`src/sdrtz_defs.vh`:
```
// Purpose: constants for the stall detector return-to-zero control block
// Assumes: axi4-lite byte offsets are four times the register index
// Notes:   definitions only
`ifndef SDRTZ_DEFS_VH
`define SDRTZ_DEFS_VH

// register indices and address width
`define SDRTZ_IDX_RTZ_CONTROL      3'h0
`define SDRTZ_IDX_DC_CONTROL       3'h1
`define SDRTZ_IDX_SD_CONTROL       3'h2
`define SDRTZ_IDX_SD_FLAGS         3'h3
`define SDRTZ_IDX_DC_HIGH          3'h4
`define SDRTZ_IDX_DC_LOW           3'h5
`define SDRTZ_IDX_ACC_HIGH         3'h6
`define SDRTZ_IDX_ACC_LOW          3'h7
`define SDRTZ_IDX_IRQ_STATUS       4'h8
`define SDRTZ_IDX_IRQ_MASK         4'h9
`define SDRTZ_IDX_CONFIG           4'ha
`define SDRTZ_ADDR_BITS            6

// rtz_control fields
`define SDRTZ_BIT_INTEGRATE        7
`define SDRTZ_BIT_DRIVE            6
`define SDRTZ_BIT_RECIRC           5
`define SDRTZ_BIT_POLARITY         4
`define SDRTZ_BIT_MOTOR            2
`define SDRTZ_STEP_HI              1
`define SDRTZ_STEP_LO              0

// down_counter_control fields
`define SDRTZ_BIT_DC_LOAD          3
`define SDRTZ_BIT_DC_ENABLE        2
`define SDRTZ_BIT_DC_MODULUS       6
`define SDRTZ_BIT_DC_PRESCALE      4

// interrupt status bits
`define SDRTZ_IRQ_UNDERFLOW        0
`define SDRTZ_IRQ_OVERFLOW         1

// config register: return_to_zero_enable
`define SDRTZ_BIT_RTZ_ENABLE       0

// reset values
`define SDRTZ_RST_BYTE             8'h00
`define SDRTZ_RST_COUNT            16'hffff

// prescaler: bus clock divided by 64 or 512
`define SDRTZ_PRESCALE_SHORT       9'd63
`define SDRTZ_PRESCALE_LONG        9'd511

// axi responses
`define SDRTZ_RESP_OKAY            2'b00
`define SDRTZ_RESP_SLVERR          2'b10

`endif

```
`src/sdrtz_top.v`:
```
// Purpose: stall detector return-to-zero control, bridge and switch decode
// Assumes: axi4-lite slave, one clock, synchronous active-low reset
// Notes:   converter is outside; this block feeds it reset and takes its bit
//
// Summary of operation
// - bit 7 set integrates with undriven coil floating, clear blanks it
// - integrate clear holds converter reset and zeroes accumulator
// - integrate set routes undriven coil to reference and integrator
// - bit 6 drives the step coil when set, switches it off when clear
// - bit 5 picks recirculation: high side at 0, low side at 1
// - bit 4 picks which undriven coil end goes to the converter
// - bit 2 routes detection to motor a at 0, motor b at 1
// - step field bits 1:0: east, north, west, south poles
// - integrate with drive off turns all eight transistors off
// - driven pair: t1/t4, t5/t8, t2/t3, t6/t7 for steps 0..3
// - blanking pair on other coil, high or low side per recirculation
// - integrating keeps every undriven coil transistor off
// - integrate only after blanking into a 16-bit readable accumulator
// - 16-bit modulus down counter with interrupt times the intervals
// - eight byte registers; accumulator bytes read-only, others read/write
// - switches open when integrate clear, else chosen by step and polarity
//
// Chosen here: the AXI4-Lite register port.
`include "sdrtz_defs.vh"
`default_nettype none

module sdrtz_top (
  input  wire        aclk,
  input  wire        aresetn,
  input  wire [5:0]  s_axi_awaddr,
  input  wire        s_axi_awvalid,
  output reg         s_axi_awready,
  input  wire [31:0] s_axi_wdata,
  input  wire [3:0]  s_axi_wstrb,
  input  wire        s_axi_wvalid,
  output reg         s_axi_wready,
  output reg  [1:0]  s_axi_bresp,
  output reg         s_axi_bvalid,
  input  wire        s_axi_bready,
  input  wire [5:0]  s_axi_araddr,
  input  wire        s_axi_arvalid,
  output reg         s_axi_arready,
  output reg  [31:0] s_axi_rdata,
  output reg  [1:0]  s_axi_rresp,
  output reg         s_axi_rvalid,
  input  wire        s_axi_rready,
  input  wire        conv_bit,
  output reg  [7:0]  bridge_on_a,
  output reg  [7:0]  bridge_on_b,
  output reg         bridge_own_a,
  output reg         bridge_own_b,
  output reg  [7:0]  switch_close_a,
  output reg  [7:0]  switch_close_b,
  output reg         conv_reset,
  output reg         irq
);

  // register file
  reg  [7:0]  rtz_control_r;
  reg  [7:0]  dc_control_r;
  reg  [7:0]  sd_control_r;
  reg  [7:0]  sd_flags_r;
  reg  [15:0] dc_load_r;
  reg  [15:0] dc_count_r;
  reg  [15:0] acc_r;
  reg  [1:0]  irq_status_r;
  reg  [1:0]  irq_mask_r;
  reg         rtz_enable_r;
  reg  [8:0]  pre_cnt_r;
  reg         integrate_go_r;

  // axi write side holding
  reg  [5:0]  aw_addr_r;
  reg         aw_have_r;
  reg  [31:0] w_data_r;
  reg  [3:0]  w_strb_r;
  reg         w_have_r;

  wire        integrate = rtz_control_r[`SDRTZ_BIT_INTEGRATE];
  wire        drive     = rtz_control_r[`SDRTZ_BIT_DRIVE];
  wire        recirc    = rtz_control_r[`SDRTZ_BIT_RECIRC];
  wire        integration_polarity       = rtz_control_r[`SDRTZ_BIT_POLARITY];
  wire        motor_b   = rtz_control_r[`SDRTZ_BIT_MOTOR];
  wire [1:0]  step      = rtz_control_r[1:0];

  // blanking pair sits on the coil that the step leaves undriven
  // integrating floats that coil, so its pair is masked off there
  // pairs never share a leg of one half bridge: no shoot-through
  // transistor decode per step, integrate, drive and recirculation
  function [7:0] tr_decode;
    input [1:0] st;
    input       integrate_select;
    input       drive_coil_enable;
    input       rc;
    reg   [7:0] drv;
    reg   [7:0] blk;
    begin
      drv = 8'h00;
      blk = 8'h00;
      // bit n-1 is transistor tn
      case (st)
        2'd0: drv = 8'b0000_1001;
        2'd1: drv = 8'b1001_0000;
        2'd2: drv = 8'b0000_0110;
        2'd3: drv = 8'b0110_0000;
        default: drv = 8'h00;
      endcase
      // sine coil blanks for steps 0/2, cosine coil for 1/3
      if (st[0] == 1'b0) begin
        blk = rc ? 8'b1010_0000 : 8'b0101_0000;
      end else begin
        blk = rc ? 8'b0000_1010 : 8'b0000_0101;
      end
      tr_decode = (drive_coil_enable ? drv : 8'h00)
                | (integrate_select ? 8'h00 : blk);
    end
  endfunction

  // even steps route the sine coil, odd steps the cosine coil
  // steps 2 and 3 swap ends, as the coil current is reversed there
  // all switches open whenever integrate is clear
  // converter routing switch decode, bit n-1 is switch sn
  function [7:0] sw_decode;
    input [1:0] st;
    input       integrate_select;
    input       pl;
    reg         sel;
    begin
      sel = pl ^ st[1];
      if (!integrate_select) begin
        sw_decode = 8'h00;
      end else if (st[0] == 1'b0) begin
        sw_decode = sel ? 8'b0110_0000 : 8'b1001_0000;
      end else begin
        sw_decode = sel ? 8'b0000_1001 : 8'b0000_0110;
      end
    end
  endfunction

  wire [7:0] tr_nxt = tr_decode(step, integrate, drive, recirc);
  wire [7:0] sw_nxt = sw_decode(step, integrate, integration_polarity);

  // strobe lane 0 alone carries the byte; upper lanes are ignored
  // accumulator bytes answer slverr and keep their value
  // bvalid blocks a second commit until the answer is taken
  // write decode: commit when both address and data are held
  wire        wr_go   = aw_have_r && w_have_r && !s_axi_bvalid;
  wire [3:0]  wr_idx  = aw_addr_r[5:2];
  wire [7:0]  wr_byte = w_data_r[7:0];
  wire        wr_lane = w_strb_r[0];
  wire        wr_ok   = (wr_idx <= `SDRTZ_IDX_CONFIG)
                     && (wr_idx != {1'b0, `SDRTZ_IDX_ACC_HIGH})
                     && (wr_idx != {1'b0, `SDRTZ_IDX_ACC_LOW});

  function wr_hit;
    input [3:0] idx;
    begin
      wr_hit = wr_go && wr_lane && (wr_idx == idx);
    end
  endfunction

  // prescaler counts bus clocks; its wrap is the one-cycle tick
  // a rate change acts at once: >= keeps a shrink from overshooting
  // force load is a write strobe, never stored
  // down counter tick from prescaler enable pulse
  wire dc_en   = dc_control_r[`SDRTZ_BIT_DC_ENABLE];
  wire [8:0] pre_top = dc_control_r[`SDRTZ_BIT_DC_PRESCALE] ?
                       `SDRTZ_PRESCALE_LONG : `SDRTZ_PRESCALE_SHORT;
  wire dc_tick = dc_en && (pre_cnt_r >= pre_top);
  wire dc_zero_hit = dc_tick && (dc_count_r == 16'h0001);
  wire force_load = wr_hit({1'b0, `SDRTZ_IDX_DC_CONTROL})
                 && wr_byte[`SDRTZ_BIT_DC_LOAD];
  wire acc_ovf = integrate && integrate_go_r && conv_bit
              && (acc_r == 16'hffff);
  wire [1:0] irq_ev = {acc_ovf, dc_zero_hit};

  // ready pulses for one cycle, then stays low while a beat is held
  // address and data may arrive in either order
  // trade-off: one write in flight keeps the decode simple
  // axi handshake: one write and one read at a time
  always @(posedge aclk) begin
    if (!aresetn) begin
      s_axi_awready <= 1'b0;
      s_axi_wready  <= 1'b0;
      s_axi_bvalid  <= 1'b0;
      s_axi_bresp   <= `SDRTZ_RESP_OKAY;
      aw_have_r     <= 1'b0;
      w_have_r      <= 1'b0;
      aw_addr_r     <= 6'h00;
      w_data_r      <= 32'h0000_0000;
      w_strb_r      <= 4'h0;
    end else begin
      s_axi_awready <= !aw_have_r && !s_axi_awready && s_axi_awvalid;
      s_axi_wready  <= !w_have_r && !s_axi_wready && s_axi_wvalid;
      if (s_axi_awvalid && s_axi_awready) begin
        aw_have_r <= 1'b1;
        aw_addr_r <= s_axi_awaddr;
      end
      if (s_axi_wvalid && s_axi_wready) begin
        w_have_r <= 1'b1;
        w_data_r <= s_axi_wdata;
        w_strb_r <= s_axi_wstrb;
      end
      if (wr_go) begin
        aw_have_r    <= 1'b0;
        w_have_r     <= 1'b0;
        s_axi_bvalid <= 1'b1;
        s_axi_bresp  <= wr_ok ? `SDRTZ_RESP_OKAY : `SDRTZ_RESP_SLVERR;
      end else if (s_axi_bvalid && s_axi_bready) begin
        s_axi_bvalid <= 1'b0;
      end
    end
  end

  // enable and force load in one write: the load is lost, as the
  // counter still sees itself disabled on that edge
  // software enables first, then loads
  // register writes; no access restriction on rtz_control
  always @(posedge aclk) begin
    if (!aresetn) begin
      rtz_control_r <= `SDRTZ_RST_BYTE;
      dc_control_r  <= `SDRTZ_RST_BYTE;
      sd_control_r  <= `SDRTZ_RST_BYTE;
      sd_flags_r    <= `SDRTZ_RST_BYTE;
      dc_load_r     <= `SDRTZ_RST_COUNT;
      irq_mask_r    <= 2'b00;
      rtz_enable_r  <= 1'b0;
    end else begin
      if (wr_hit({1'b0, `SDRTZ_IDX_RTZ_CONTROL}))
        rtz_control_r <= wr_byte & 8'hf7;
      if (wr_hit({1'b0, `SDRTZ_IDX_DC_CONTROL}))
        dc_control_r <= wr_byte & 8'hf5;  // load bit reads zero
      if (wr_hit({1'b0, `SDRTZ_IDX_SD_CONTROL}))
        sd_control_r <= wr_byte;
      if (wr_hit({1'b0, `SDRTZ_IDX_SD_FLAGS}))
        sd_flags_r <= wr_byte;
      if (wr_hit({1'b0, `SDRTZ_IDX_DC_HIGH}))
        dc_load_r[15:8] <= wr_byte;
      if (wr_hit({1'b0, `SDRTZ_IDX_DC_LOW}))
        dc_load_r[7:0] <= wr_byte;
      if (wr_hit(`SDRTZ_IDX_IRQ_MASK))
        irq_mask_r <= wr_byte[1:0];
      if (wr_hit(`SDRTZ_IDX_CONFIG))
        rtz_enable_r <= wr_byte[`SDRTZ_BIT_RTZ_ENABLE];
    end
  end

  // the step from one to zero is the underflow event
  // a count of zero without modulus mode just sits there
  // hazard: reload uses the load register as written right now
  // modulus down counter; disabled presets all ones to avoid early flag
  always @(posedge aclk) begin
    if (!aresetn) begin
      dc_count_r <= `SDRTZ_RST_COUNT;
      pre_cnt_r  <= 9'd0;
    end else if (!dc_en) begin
      dc_count_r <= `SDRTZ_RST_COUNT;
      pre_cnt_r  <= 9'd0;
    end else if (force_load) begin
      dc_count_r <= dc_load_r;
      pre_cnt_r  <= 9'd0;
    end else if (dc_tick) begin
      pre_cnt_r <= 9'd0;
      if (dc_count_r == 16'h0001 || dc_count_r == 16'h0000) begin
        // modulus mode reloads, else the counter sticks at zero
        dc_count_r <= dc_control_r[`SDRTZ_BIT_DC_MODULUS] ?
                      dc_load_r : 16'h0000;
      end else begin
        dc_count_r <= dc_count_r - 16'h0001;
      end
    end else begin
      pre_cnt_r <= pre_cnt_r + 9'd1;
    end
  end

  // first integrate cycle still clears: the boundary after blanking
  // a stale converter bit from reset must never land in the count
  // overflow wraps to zero and only raises the flag
  // accumulator: cleared while blanking, counts converter ones after
  always @(posedge aclk) begin
    if (!aresetn) begin
      acc_r          <= 16'h0000;
      integrate_go_r <= 1'b0;
      conv_reset     <= 1'b1;
    end else begin
      conv_reset     <= !integrate;
      integrate_go_r <= integrate;
      if (!integrate || !integrate_go_r) begin
        acc_r <= 16'h0000;
      end else if (conv_bit) begin
        acc_r <= acc_r + 16'h0001;
      end
    end
  end

  // an event in the cycle of a clear still leaves its bit set
  // irq looks ahead at the event so it rises with the status bit
  // sticky interrupt status; set wins over write-one clear
  always @(posedge aclk) begin
    if (!aresetn) begin
      irq_status_r <= 2'b00;
      irq          <= 1'b0;
    end else begin
      if (wr_hit(`SDRTZ_IDX_IRQ_STATUS))
        irq_status_r <= (irq_status_r & ~wr_byte[1:0]) | irq_ev;
      else
        irq_status_r <= irq_status_r | irq_ev;
      irq <= |((irq_status_r | irq_ev) & irq_mask_r);
    end
  end

  // switches stay live without enable so software can convert
  // while the normal driver still owns the coil pins
  // bridge outputs are zero whenever this block does not own them
  // bridge and switch outputs for the selected motor
  always @(posedge aclk) begin
    if (!aresetn) begin
      bridge_on_a    <= 8'h00;
      bridge_on_b    <= 8'h00;
      bridge_own_a   <= 1'b0;
      bridge_own_b   <= 1'b0;
      switch_close_a <= 8'h00;
      switch_close_b <= 8'h00;
    end else begin
      // disabled: hand the pins back to the normal motor driver
      bridge_own_a   <= rtz_enable_r && !motor_b;
      bridge_own_b   <= rtz_enable_r && motor_b;
      bridge_on_a    <= (rtz_enable_r && !motor_b) ? tr_nxt : 8'h00;
      bridge_on_b    <= (rtz_enable_r && motor_b) ? tr_nxt : 8'h00;
      switch_close_a <= motor_b ? 8'h00 : sw_nxt;
      switch_close_b <= motor_b ? sw_nxt : 8'h00;
    end
  end

  // read data is captured at the address handshake
  // unmapped indices read zero with slverr
  // read channel: one cycle after address taken
  reg [31:0] rd_val;
  always @* begin
    rd_val = 32'h0000_0000;
    case (s_axi_araddr[5:2])
      {1'b0, `SDRTZ_IDX_RTZ_CONTROL}: rd_val[7:0] = rtz_control_r;
      {1'b0, `SDRTZ_IDX_DC_CONTROL}:  rd_val[7:0] = dc_control_r;
      {1'b0, `SDRTZ_IDX_SD_CONTROL}:  rd_val[7:0] = sd_control_r;
      {1'b0, `SDRTZ_IDX_SD_FLAGS}:    rd_val[7:0] = sd_flags_r;
      {1'b0, `SDRTZ_IDX_DC_HIGH}:     rd_val[7:0] = dc_count_r[15:8];
      {1'b0, `SDRTZ_IDX_DC_LOW}:      rd_val[7:0] = dc_count_r[7:0];
      {1'b0, `SDRTZ_IDX_ACC_HIGH}:    rd_val[7:0] = acc_r[15:8];
      {1'b0, `SDRTZ_IDX_ACC_LOW}:     rd_val[7:0] = acc_r[7:0];
      `SDRTZ_IDX_IRQ_STATUS:          rd_val[1:0] = irq_status_r;
      `SDRTZ_IDX_IRQ_MASK:            rd_val[1:0] = irq_mask_r;
      `SDRTZ_IDX_CONFIG:              rd_val[0]   = rtz_enable_r;
      default:                        rd_val = 32'h0000_0000;
    endcase
  end

  always @(posedge aclk) begin
    if (!aresetn) begin
      s_axi_arready <= 1'b0;
      s_axi_rvalid  <= 1'b0;
      s_axi_rdata   <= 32'h0000_0000;
      s_axi_rresp   <= `SDRTZ_RESP_OKAY;
    end else begin
      s_axi_arready <= !s_axi_arready && !s_axi_rvalid && s_axi_arvalid;
      if (s_axi_arvalid && s_axi_arready) begin
        s_axi_rvalid <= 1'b1;
        s_axi_rdata  <= rd_val;
        s_axi_rresp  <= (s_axi_araddr[5:2] <= `SDRTZ_IDX_CONFIG) ?
                        `SDRTZ_RESP_OKAY : `SDRTZ_RESP_SLVERR;
      end else if (s_axi_rvalid && s_axi_rready) begin
        s_axi_rvalid <= 1'b0;
      end
    end
  end

endmodule // sdrtz_top
`default_nettype wire

```
`config.mk`:
```
export PLATFORM = sky130hd
export DESIGN_NAME = sdrtz_top
export DESIGN_NICKNAME = d
export VERILOG_FILES = /design/src/sdrtz_top.v
export VERILOG_INCLUDE_DIRS = /design/src
export SDC_FILE = /design/constraint.sdc
export NUM_CORES = 1
export LEC_CHECK = 0
export BUFFER_PORTS_ARGS = -buffer_cell sky130_fd_sc_hd__buf_2
export CAP_MARGIN = 30
export CORE_ASPECT_RATIO = 0.9
export CORE_MARGIN = 5
export CORE_UTILIZATION = 50
export CTS_CLUSTER_DIAMETER = 150
export DETAILED_ROUTE_END_ITERATION = 12
export MAX_ROUTING_LAYER = met4
export PLACE_DENSITY = 0.75
export SLEW_MARGIN = 20
export SYNTH_ARGS = -nofsm -noshare
export SYNTH_HDL_FRONTEND = slang
export SYNTH_SLANG_ARGS = --single-unit
```
`constraint.sdc`:
```
create_clock -name aclk -period 3.7 [get_ports aclk]
set_clock_uncertainty 0.05 [all_clocks]
set_input_delay 0.37 -clock aclk [delete_from_list [all_inputs] [get_ports aclk]]
set_output_delay 0.37 -clock aclk [all_outputs]
set_load 0.01 [all_outputs]
```
==> flow_summary.json, run 1 <==
{
  "status": "complete, no violations",
  "diodes": 0,
  "arrival_ns": 2.76,
  "core_area_um2": 13500,
  "ant_nets": 0,
  "dr.first_iter.drc_count": 597,
  "fin_tns_setup_ns": 0,
  "regArea_um2": 3000,
  "cts_tree": "done",
  "grt_pass1_vias": 5108,
  "start_kind": "register",
  "rows": 40,
  "required_ns": 3.93,
  "async_reset_ff_share_pct": 0,
  "setup_viol": 0,
  "max_slew_margin_pct": 48.1,
  "synth-main-ff-cell": "dfxtp_1",
  "dp.cells": 988,
  "multi_input_area_um2": 3550,
  "clock_sinks": 150,
  "critical_path.startpoint": "s_axi_bvalid",
  "place_area_um2": 7220,
  "port_buffers": 75,
  "ys.warnings.count": 0,
  "clockRootBuffer": "clkbuf_16",
  "synth-edff-count": 0,
  "r2r_slack_ns": 1.17,
  "crit_type": "reg -> reg",
  "cp-end-kind": "register",
  "synth_cell_types": 64,
  "post_cts_buffers": 0,
  "holdWs_ns": 0.127,
  "drv_cap": 0,
  "overflow": 0,
  "slew_viol_final": 0,
  "synth_area_per_cell_um2": 8.79,
  "fin_crit_ns": 2.53,
  "grt_pass1_wl_um": 26500,
  "wl_per_cell_um": 16.1,
  "fmax_ghz": 0.395,
  "hp-class": "in -> reg",
  "final_common_cell": "dfxtp_1",
  "finish.utilization_pct": 57.9,
  "io_pins": 133,
  "via_per_inst": 5.59,
  "gp_congestion": 0.902,
  "postLayoutCellArea_um2": 7800,
  "cts_made_buffers": 17,
  "path_clk_slew_ns": 0.06,
  "netlist_area_um2": 6920,
  "dr_total_vias": 5699,
  "holdCritStartpoint": "s_axi_wvalid",
  "grt_antenna_before_repair": 0,
  "vdd_drop_max_mv": 0.404,
  "rr_startpoint": "s_axi_bvalid",
  "initial_core_util_pct": 51.4,
  "die_h_um": 122,
  "crit_fanout": 10,
  "drive_gt1_share_pct": 15.5,
  "fin_cells": 1020,
  "htree_levels": 4,
  "clockBufferDepth": 2,
  "hpwl_um": 11300,
  "die_x_um": 134,
  "final.period_utilization_pct": 68.4,
  "tightestPinTransition_ns": 0.774,
  "cts_hold_buf": 0,
  "layout_common_cells": "dfxtp_1, nor2_1, nand2_1",
  "grt_max_degree": 76,
  "die_area_um2": 16300,
  "synth_seq_area_share_pct": 43.4,
  "totalWireLength_um": 16400,
  "postSynthCellCount": 787,
  "synth-seq-cells": 150,
  "rsz0062_at_grt": "no",
  "power_density_nw_per_um2": 439,
  "hold_viol": 0,
  "p_leak_nw": 3.08,
  "post_cts_resized": 0,
  "firstDrtPassIters": 5,
  "route.detailed.drc": 0,
  "area_delta_synth_final_pct": 12.7,
  "worst_skew_pair.late_latency_ns": 0.43,
  "nNetsFinal": 903,
  "fill_cells": 1197,
  "grt_usage_pct": 21.2
}
## worst max-delay path, cell delays in order (launching register included)
cell      delay, ns
dfxtp_1        0.31
nand3b_2       0.36
nor3_2         0.70
nand3b_1       0.57
mux2i_1        0.30
nand2_1        0.08
## synthesized netlist by cell type (3+ instances only)
| master | number | share of area [%] |
|---|---|---|
| or3_1 | 6 | 0.54 |
| o22ai_1 | 3 | 0.27 |
| nand3b_1 | 3 | 0.33 |
| a31oi_1 | 5 | 0.45 |
| a22oi_1 | 11 | 1.2 |
| nor2_1 | 87 | 4.7 |
| o21ai_0 | 24 | 1.7 |
| xor2_1 | 12 | 1.5 |
| a21oi_1 | 38 | 2.7 |
| dfxtp_1 | 150 | 43 |
| and3_1 | 8 | 0.72 |
| xnor2_1 | 13 | 1.6 |
| o21a_1 | 5 | 0.54 |
| nor3_1 | 20 | 1.4 |
| o211ai_1 | 6 | 0.65 |
| nor4_1 | 10 | 0.90 |
| clkbuf_1 | 28 | 1.5 |
| nand2b_1 | 7 | 0.63 |
| a21boi_0 | 23 | 2.5 |
| nand3_1 | 32 | 2.3 |
| nand4_1 | 5 | 0.45 |
| mux2_2 | 7 | 1.1 |
| mux2i_1 | 44 | 6.4 |
| ha_1 | 7 | 1.3 |
| nor3b_1 | 5 | 0.54 |
| nand2_1 | 82 | 4.4 |
| a221oi_1 | 7 | 0.89 |
| buf_4 | 34 | 3.7 |
| inv_1 | 14 | 0.76 |
| buf_2 | 4 | 0.29 |
| o21ai_1 | 4 | 0.29 |
| nor2b_1 | 37 | 3.3 |
| mux4_2 | 4 | 1.3 |
| and2_1 | 4 | 0.36 |
| buf_1 | 3 | 0.16 |
## final cells by class
type / instances / share of cell area (%)
Timing Repair Buffer: 79 / 5.20
Tap cell: 168 / 2.70
Sequential cell: 150 / 38.5
Inverter: 14 / 0.674
Clock buffer: 24 / 6.44
Multi-Input combinational cell: 578 / 45.6
Clock inverter: 7 / 0.899
## routing by layer
metal  wire, um  up-vias  track usage [%]
li1           -     2810                -
met1       7740     2635             28.8
met2       7210      235             31.1
met3       1270       19             4.71
met4        220        0             7.78
met5          0        -                -
## sequential cells by signal (all words and copies together), names as in the netlist, 2 cells and up
signal	cells
acc_r	16
aw_addr_r	4
bridge_on_a	8
bridge_on_b	8
dc_control_r	6
dc_count_r	16
dc_load_r	16
irq_mask_r	2
irq_status_r	2
pre_cnt_r	9
rtz_control_r	7
s_axi_rdata	8
sd_control_r	8
sd_flags_r	8
switch_close_a	4
switch_close_b	4
w_data_r	8
## cell families after synthesis
kind of cell,after synthesis,share of synthesized area (%)
flops,150,43.4
mux,55,8.81
other cells,1,0.0542
fa+ha+maj,7,1.27
xor+xnor,25,3.17
buf+inv,84,6.58
compound gates,143,13.5
simple gates,322,23.2
## path summary, 6_finish.rpt
check	endpoint	depth (start not counted)
min	s_axi_wready	3
min reg2reg	s_axi_wready	1
max	dc_load_r[14]	5
max reg2reg	dc_load_r[14]	5
## where the power goes
| part | switching (mW) | internal [mW] | leakage, nW |
|---|---|---|---|
| clock network | 0.651 | 1.01 | 0.282 |
| registers | 0.0158 | 1.63 | 1.21 |
| logic | 0.0770 | 0.0456 | 1.59 |
## per-stage QoR
stage | power (mW) | worst slack, ns
finish | 3.42 | 1.17
detailed placement | 1.80 | 1.25
floorplan | 1.78 | 1.58
CTS | 3.44 | 1.22
global route | 3.53 | 1.02
global placement | 1.80 | 1.27
Power figures use the tool's default switching activity.
==> run 2: changes to the inputs <==
--- a/config.mk
+++ b/config.mk
@@ -14,7 +14,7 @@
 export CTS_CLUSTER_DIAMETER = 150
 export DETAILED_ROUTE_END_ITERATION = 12
 export MAX_ROUTING_LAYER = met4
-export PLACE_DENSITY = 0.75
+export PLACE_DENSITY = 0.78
 export SLEW_MARGIN = 20
 export SYNTH_ARGS = -nofsm -noshare
 export SYNTH_HDL_FRONTEND = slang
==> constraint.sdc (replaced) <==
create_clock -name aclk -period 2.1 [get_ports aclk]
set_clock_uncertainty 0.05 [all_clocks]
set_input_delay 0.21 -clock aclk [delete_from_list [all_inputs] [get_ports aclk]]
set_output_delay 0.21 -clock aclk [all_outputs]
set_load 0.01 [all_outputs]
==> run 2 against run 1 <==
Against the previous run: the run now ends with setup timing left; global-route usage rose by 1.7 points; fmax rose by 19%; clock power rose by 84%; power rose by 81%; core utilization rose by 5.9 points; first-iteration DRC count fell by 1.8%; largest cell class unchanged.
==> flow_summary.json, run 2 (same netlist as run 1, synthesis figures left out) <==
{
  "die_x_um": 134,
  "arrival_ns": 2.39,
  "postLayoutCellArea_um2": 8590,
  "diodes": 0,
  "ant_nets": 0,
  "core_area_um2": 13500,
  "fmax_ghz": 0.469,
  "max_slew_margin_pct": 53.4,
  "cts_made_buffers": 17,
  "max_stage_delay_ns": 0.57,
  "grt_antenna_before_repair": 0,
  "via_per_inst": 5.59,
  "place_area_um2": 7600,
  "hpwl_um": 12300,
  "gp_congestion": 0.994,
  "vdd_drop_max_mv": 0.619,
  "totalWireLength_um": 18400,
  "clockBufferDepth": 2,
  "final.period_utilization_pct": 101,
  "grt_pass1_vias": 5593,
  "start_kind": "register",
  "path_clk_slew_ns": 0.06,
  "crit_type": "reg -> reg",
  "rows": 40,
  "crit_slowest_cell": "or4_4",
  "die_h_um": 122,
  "io_pins": 133,
  "area_delta_synth_final_pct": 24.2,
  "comb_power_share_pct": 4.1,
  "drv_cap": 0,
  "dr_total_vias": 6089,
  "power_density_nw_per_um2": 721,
  "crit_chain": "or4_4 > nor4_4 > buf_4 > o211a_4 > o21ai_1 > a221oi_2 > nor2_1",
  "grt_pass1_wl_um": 28700,
  "fill_cells": 1094,
  "clockRootBuffer": "clkbuf_16",
  "required_ns": 2.36,
  "drive_gt1_share_pct": 24.2,
  "cp-end-kind": "register",
  "fin_ws_ns": -0.0314,
  "intPower_mw": 4.87,
  "fin_tns_setup_ns": -0.106,
  "crit_fanout": 6,
  "grt_max_degree": 76,
  "p_clk_share_pct": 49.3,
  "holdCritStartpoint": "s_axi_bready",
  "status": "finished with violations",
  "die_area_um2": 16300,
  "rr_startpoint": "dc_count_r[12]",
  "violations": "setup timing",
  "swShare_pct": 21.4,
  "layout_common_cells": "dfxtp_1, nor2_1, nand2_1",
  "p_leak_nw": 3.49,
  "dr.first_iter.drc_count": 586,
  "port_buffers": 75,
  "p_sw_mw": 1.33,
  "firstDrtPassIters": 5,
  "seq_power_share_pct": 46.6,
  "worst_skew_pair.late_latency_ns": 0.43,
  "htree_levels": 4,
  "holdWs_ns": 0.00919,
  "rsz0062_at_grt": "yes",
  "nNetsFinal": 973,
  "grt_usage_pct": 22.9,
  "top_regs": "acc_r: 16 flops, dc_count_r: 16 flops, dc_load_r: 16 flops",
  "setup_viol": 6,
  "initial_core_util_pct": 51.4,
  "slew_viol_final": 0,
  "tightestPinTransition_ns": 0.697,
  "hp-class": "in -> reg",
  "wl_per_cell_um": 16.8,
  "critical_path.startpoint": "dc_count_r[12]",
  "final_common_cell": "dfxtp_1",
  "route.detailed.drc": 0,
  "cts_tree": "done",
  "finish.utilization_pct": 63.8,
  "p_total_mw": 6.20,
  "fin_crit_ns": 2.13,
  "clock_sinks": 150,
  "overflow": 0,
  "hold_viol": 0
}
[run 2: cell count changes in the layout (fill, tap and decap cells not counted), sizes merged]
cell,before,now
buf,79,134
dlygate4sd3,0,13
clkinv,5,3
o211a,1,3
bufinv,1,2
clkinvlp,1,2
[run 2: worst max-delay path, delay by kind of cell (launching register included)]
kind,cells,cell delay (ns)
AO/OA/AOI/OAI,3,0.57
buffers and inverters,1,0.18
flip-flops,1,0.31
AND/OR/NAND/NOR,3,0.90
[run 2: metal layers]
metal / share of wire (%) / wire length, um / GRT usage, % / vias up
met1: 44 / 8040 / 29.9 / 2837
met5: 0 / 0 / - / -
li1: - / - / - / 2945
met4: 2.1 / 381 / 8.80 / 0
met2: 46 / 8390 / 34.8 / 269
met3: 8.4 / 1540 / 5.24 / 38
[run 2: cell type report]
cell class | count | area (um2) | share of cell area (%)
Clock buffer | 24 | 502 | 5.84
Clock inverter | 7 | 93.8 | 1.09
Inverter | 14 | 52.6 | 0.611
Multi-Input combinational cell | 580 | 3740 | 43.6
Sequential cell | 150 | 3010 | 35.0
Tap cell | 168 | 210 | 2.45
Timing Repair Buffer | 147 | 981 | 11.4
[run 2: what timing repair did]
item,4_1_cts,5_1_grt
setup buffers,0,7
hold buffers,13,0
resized for setup,6,44
pin swaps,1,25
endpoints found under the setup margin,11,19
cloned,0,2
endpoints found under the hold margin,13,0
[run 2: metrics by stage]
| step | worst slack (ns) | instances |
|---|---|---|
| after floorplan | 0.00424 | 812 |
| after global placement | -0.0198 | 1037 |
| after detailed placement | -0.0569 | 1037 |
| after CTS | 0.0102 | 1081 |
| after global routing | -0.103 | 1090 |
| final | -0.0314 | 1090 |
[run 2: worst paths after layout]
kind	end	slack, ns	cells past startpoint
worst max-delay path	dc_count_r[11]	-0.03	7
worst max register to register	dc_count_r[11]	-0.03	7
worst min-delay path	s_axi_bvalid	0.009	3
worst min register to register	s_axi_arready	0.39	1
[run 2: power groups by stage]
stage,clock network [mW],logic [mW],registers [mW]
after floorplan,0,0.186,2.94
after global placement,0,0.226,2.95
after detailed placement,0,0.230,2.95
after CTS,3.09,0.250,2.89
after global routing,3.23,0.279,2.89
final,3.05,0.254,2.89
==> run 3: changes to the inputs <==
--- a/config.mk
+++ b/config.mk
@@ -6,15 +6,15 @@
 export SDC_FILE = /design/constraint.sdc
 export NUM_CORES = 1
 export LEC_CHECK = 0
+export ABC_AREA = 1
 export BUFFER_PORTS_ARGS = -buffer_cell sky130_fd_sc_hd__buf_2
 export CAP_MARGIN = 30
 export CORE_ASPECT_RATIO = 0.9
-export CORE_MARGIN = 5
 export CORE_UTILIZATION = 50
 export CTS_CLUSTER_DIAMETER = 150
 export DETAILED_ROUTE_END_ITERATION = 12
 export MAX_ROUTING_LAYER = met4
-export PLACE_DENSITY = 0.78
+export PLACE_DENSITY = 0.79
 export SLEW_MARGIN = 20
 export SYNTH_ARGS = -nofsm -noshare
 export SYNTH_HDL_FRONTEND = slang
==> run 3 against run 2 <==
Against the previous run: die area down 9.2%; worst setup slack better by 0.16 ns; combinational power down 11%; register-to-register slack better by 0.16 ns; clock-buffer cell count down 5; routed wire length down 3.3%; synthesized area up 3.4%; synthesized cell count up 30%; the flow now finishes without violations; highest routed layer unchanged; flip-flop and latch count unchanged; core utilization down 5.0 points; cell count up 20%; largest cell class unchanged; hold slack better by 0.00093 ns.
==> flow_summary.json, run 3 <==
{
  "p_leak_nw": 3.84,
  "synth_most_common_cell": "nand2_1",
  "crit_chain": "inv_1 > ha_1 > nand2_1 > nor2_1 > nand3_1 > nand2_1 > nand3_1 > a21oi_1 > nor2_1 > nor2_1",
  "postLayoutCellArea_um2": 8240,
  "max_slew_margin_pct": 65.0,
  "htree_levels": 4,
  "synthAdderAreaFrac_pct": 1.22,
  "rsz0062_at_grt": "yes",
  "vdd_drop_max_mv": 0.563,
  "clockBufferDepth": 2,
  "start_kind": "register",
  "core_area_um2": 14000,
  "synthMuxAreaShare_pct": 0,
  "netlist_area_um2": 7150,
  "fill_cells": 1319,
  "wl_per_cell_um": 13.6,
  "ant_nets": 0,
  "cts_tree": "done",
  "whs_path_depth": 3,
  "tightestPinTransition_ns": 0.524,
  "clock_sinks": 150,
  "netlist_top_cells_count": "nand2_1, nor2_1, dfxtp_1",
  "route.detailed.drc": 0,
  "synth_compound_area_share_pct": 14.4,
  "crit_slowest_cell": "dfxtp_1",
  "slew_viol_final": 0,
  "initial_core_util_pct": 51.1,
  "top_regs": "acc_r: 16 flops, dc_count_r: 16 flops, dc_load_r: 16 flops",
  "async_reset_ff_share_pct": 0,
  "power_density_nw_per_um2": 742,
  "grt_pass1_wl_um": 28700,
  "synth_area_per_cell_um2": 7.01,
  "yosysTopAreaCell": "dfxtp_1",
  "setup_viol": 0,
  "required_ns": 2.41,
  "synth_xor_area_share_pct": 1.71,
  "firstDrtPassIters": 5,
  "r2r_slack_ns": 0.13,
  "die_h_um": 115,
  "path_clk_slew_ns": 0.07,
  "fin_cells": 1305,
  "synth-seq-cells": 150,
  "drv_cap": 0,
  "io_pins": 133,
  "synth_cell_types": 37,
  "ys.warnings.count": 0,
  "crit_type": "reg -> reg",
  "max_stage_delay_ns": 0.33,
  "postSynthCellCount": 1021,
  "arrival_ns": 2.28,
  "worst_skew_pair.late_latency_ns": 0.43,
  "status": "complete, no violations",
  "drive_gt1_share_pct": 12.9,
  "cp-end-kind": "register",
  "grt_antenna_before_repair": 0,
  "synth-edff-count": 0,
  "die_x_um": 128,
  "synth_seq_area_share_pct": 42.0,
  "grt_max_degree": 26,
  "gp_congestion": 0.964,
  "yosys.area_share.simple_pct": 27.9,
  "grt_usage_pct": 25.9,
  "final.period_utilization_pct": 93.8,
  "hold_path_end": "w_data_r[0]",
  "area_delta_synth_final_pct": 15.2,
  "hp-class": "in -> reg",
  "yosys.area.top_type_share_pct": 42.0,
  "fmax_ghz": 0.508,
  "rr_startpoint": "dc_count_r[0]",
  "cp_common_cell": "nor2_1",
  "nNetsFinal": 1162,
  "grt_pass1_vias": 5797,
  "crit_fanout": 9,
  "synth_area_leaders": "dfxtp_1, nand2_1, nor2_1, inv_1, nand3_1",
  "layout_common_cells": "nand2_1, nor2_1, dfxtp_1",
  "cts_made_buffers": 17,
  "diodes": 0,
  "fin_crit_ns": 1.97,
  "holdCritStartpoint": "s_axi_wdata[0]",
  "dr.first_iter.drc_count": 639,
  "synth-main-ff-cell": "dfxtp_1",
  "dp.cells": 1265,
  "clockRootBuffer": "clkbuf_16",
  "dr_total_vias": 6578,
  "synth_top_family_by_area": "simple AND/OR/NAND/NOR gates",
  "hpwl_um": 13000,
  "place_area_um2": 7550,
  "overflow": 0,
  "die_area_um2": 14800,
  "totalWireLength_um": 17800,
  "final_common_cell": "nand2_1",
  "via_per_inst": 5.04,
  "r2r-end": "dc_count_r[8]",
  "hold_viol": 0,
  "port_buffers": 75,
  "worst_r2r_path_depth": 10,
  "rows": 41
}
[run 3: cell count changes after synthesis, sizes merged, moves of 32 or more]
cell,delta
nor2,+70
a21oi,+32
nor2b,-37
nand2,+113
o21ai,+44
nand3,+45
inv,+128
mux2i,-44
[run 3: report_power, final]
| part | leakage (nW) | internal [mW] | switching, mW |
|---|---|---|---|
| Sequential | 1.21 | 2.87 | 0.0274 |
| Clock | 0.279 | 1.70 | 1.30 |
| Combinational | 2.35 | 0.0692 | 0.156 |
[run 3: worst max-delay path: cells and delay by family (launching register included)]
family	cells	cell delay, ns
compound gates	1	0.32
fa+ha+maj	1	0.23
flops	1	0.33
buf+inv	1	0.15
simple gates	7	0.82
[run 3: timing repair]
action | 4_1_cts | 5_1_grt
buffers inserted | 0 | 1
resized for setup | 0 | 6
setup endpoints to repair | 0 | 16
hold buffers | 7 | 0
endpoints found under the hold margin | 7 | 0
[run 3: layout make-up]
type                            instances  area, um2  share of cell area (%)
Multi-Input combinational cell        697       3360                    40.7
Sequential cell                       150       3000                    36.4
Inverter                              142        533                    6.47
Timing Repair Buffer                   91        526                    6.38
Clock buffer                           19        443                    5.38
Tap cell                              193        241                    2.93
Clock inverter                         13        138                    1.67
[run 3: cells by family after synthesis]
logic type | count (synthesis)
and+or+nand+nor | 464
buffers and inverters | 199
AOI/OAI and AO/OA | 186
DFF | 150
xor gates and xnor gates | 14
adders and majority gates | 7
other | 1
[run 3: stage by stage]
step	hold WS [ns]	setup slack (ns)	utilization (%)	setup TNS [ns]	total power, mW
finish	0.0101	0.131	58.8	0	6.12
global route	0.0297	-0.0252	58.8	-0.0720	6.32
CTS	0.000817	0.101	58.6	0	6.15
detailed placement	0.377	0.130	53.9	0	3.17
global placement	0.374	0.161	53.9	0	3.17
floorplan	0.278	0.431	-	0	3.13
[run 3: worst max-delay path by stage]
stage | cells after the start | slack (ns) | from | to
6_report | 10 | 0.13 | dc_count_r[0] | dc_count_r[8]
5_1_grt | 10 | -0.03 | dc_count_r[0] | dc_count_r[8]
4_1_cts | 12 | 0.10 | dc_control_r[4] | dc_count_r[10]
3_5_place_dp | 12 | 0.13 | dc_control_r[4] | dc_count_r[10]
3_3_place_gp | 12 | 0.16 | dc_control_r[4] | dc_count_r[10]
2_1_floorplan | 13 | 0.43 | dc_control_r[4] | dc_count_r[13]
[run 3: metal layers]
metal | GRT usage, % | share of wire, % | up-vias | wire [um]
li1 | - | - | 3391 | -
met1 | 35.5 | 47 | 2923 | 8420
met4 | 10.4 | 2.5 | 0 | 444
met3 | 5.59 | 7.4 | 34 | 1320
met2 | 37.1 | 43 | 230 | 7570
met5 | - | 0 | - | 0
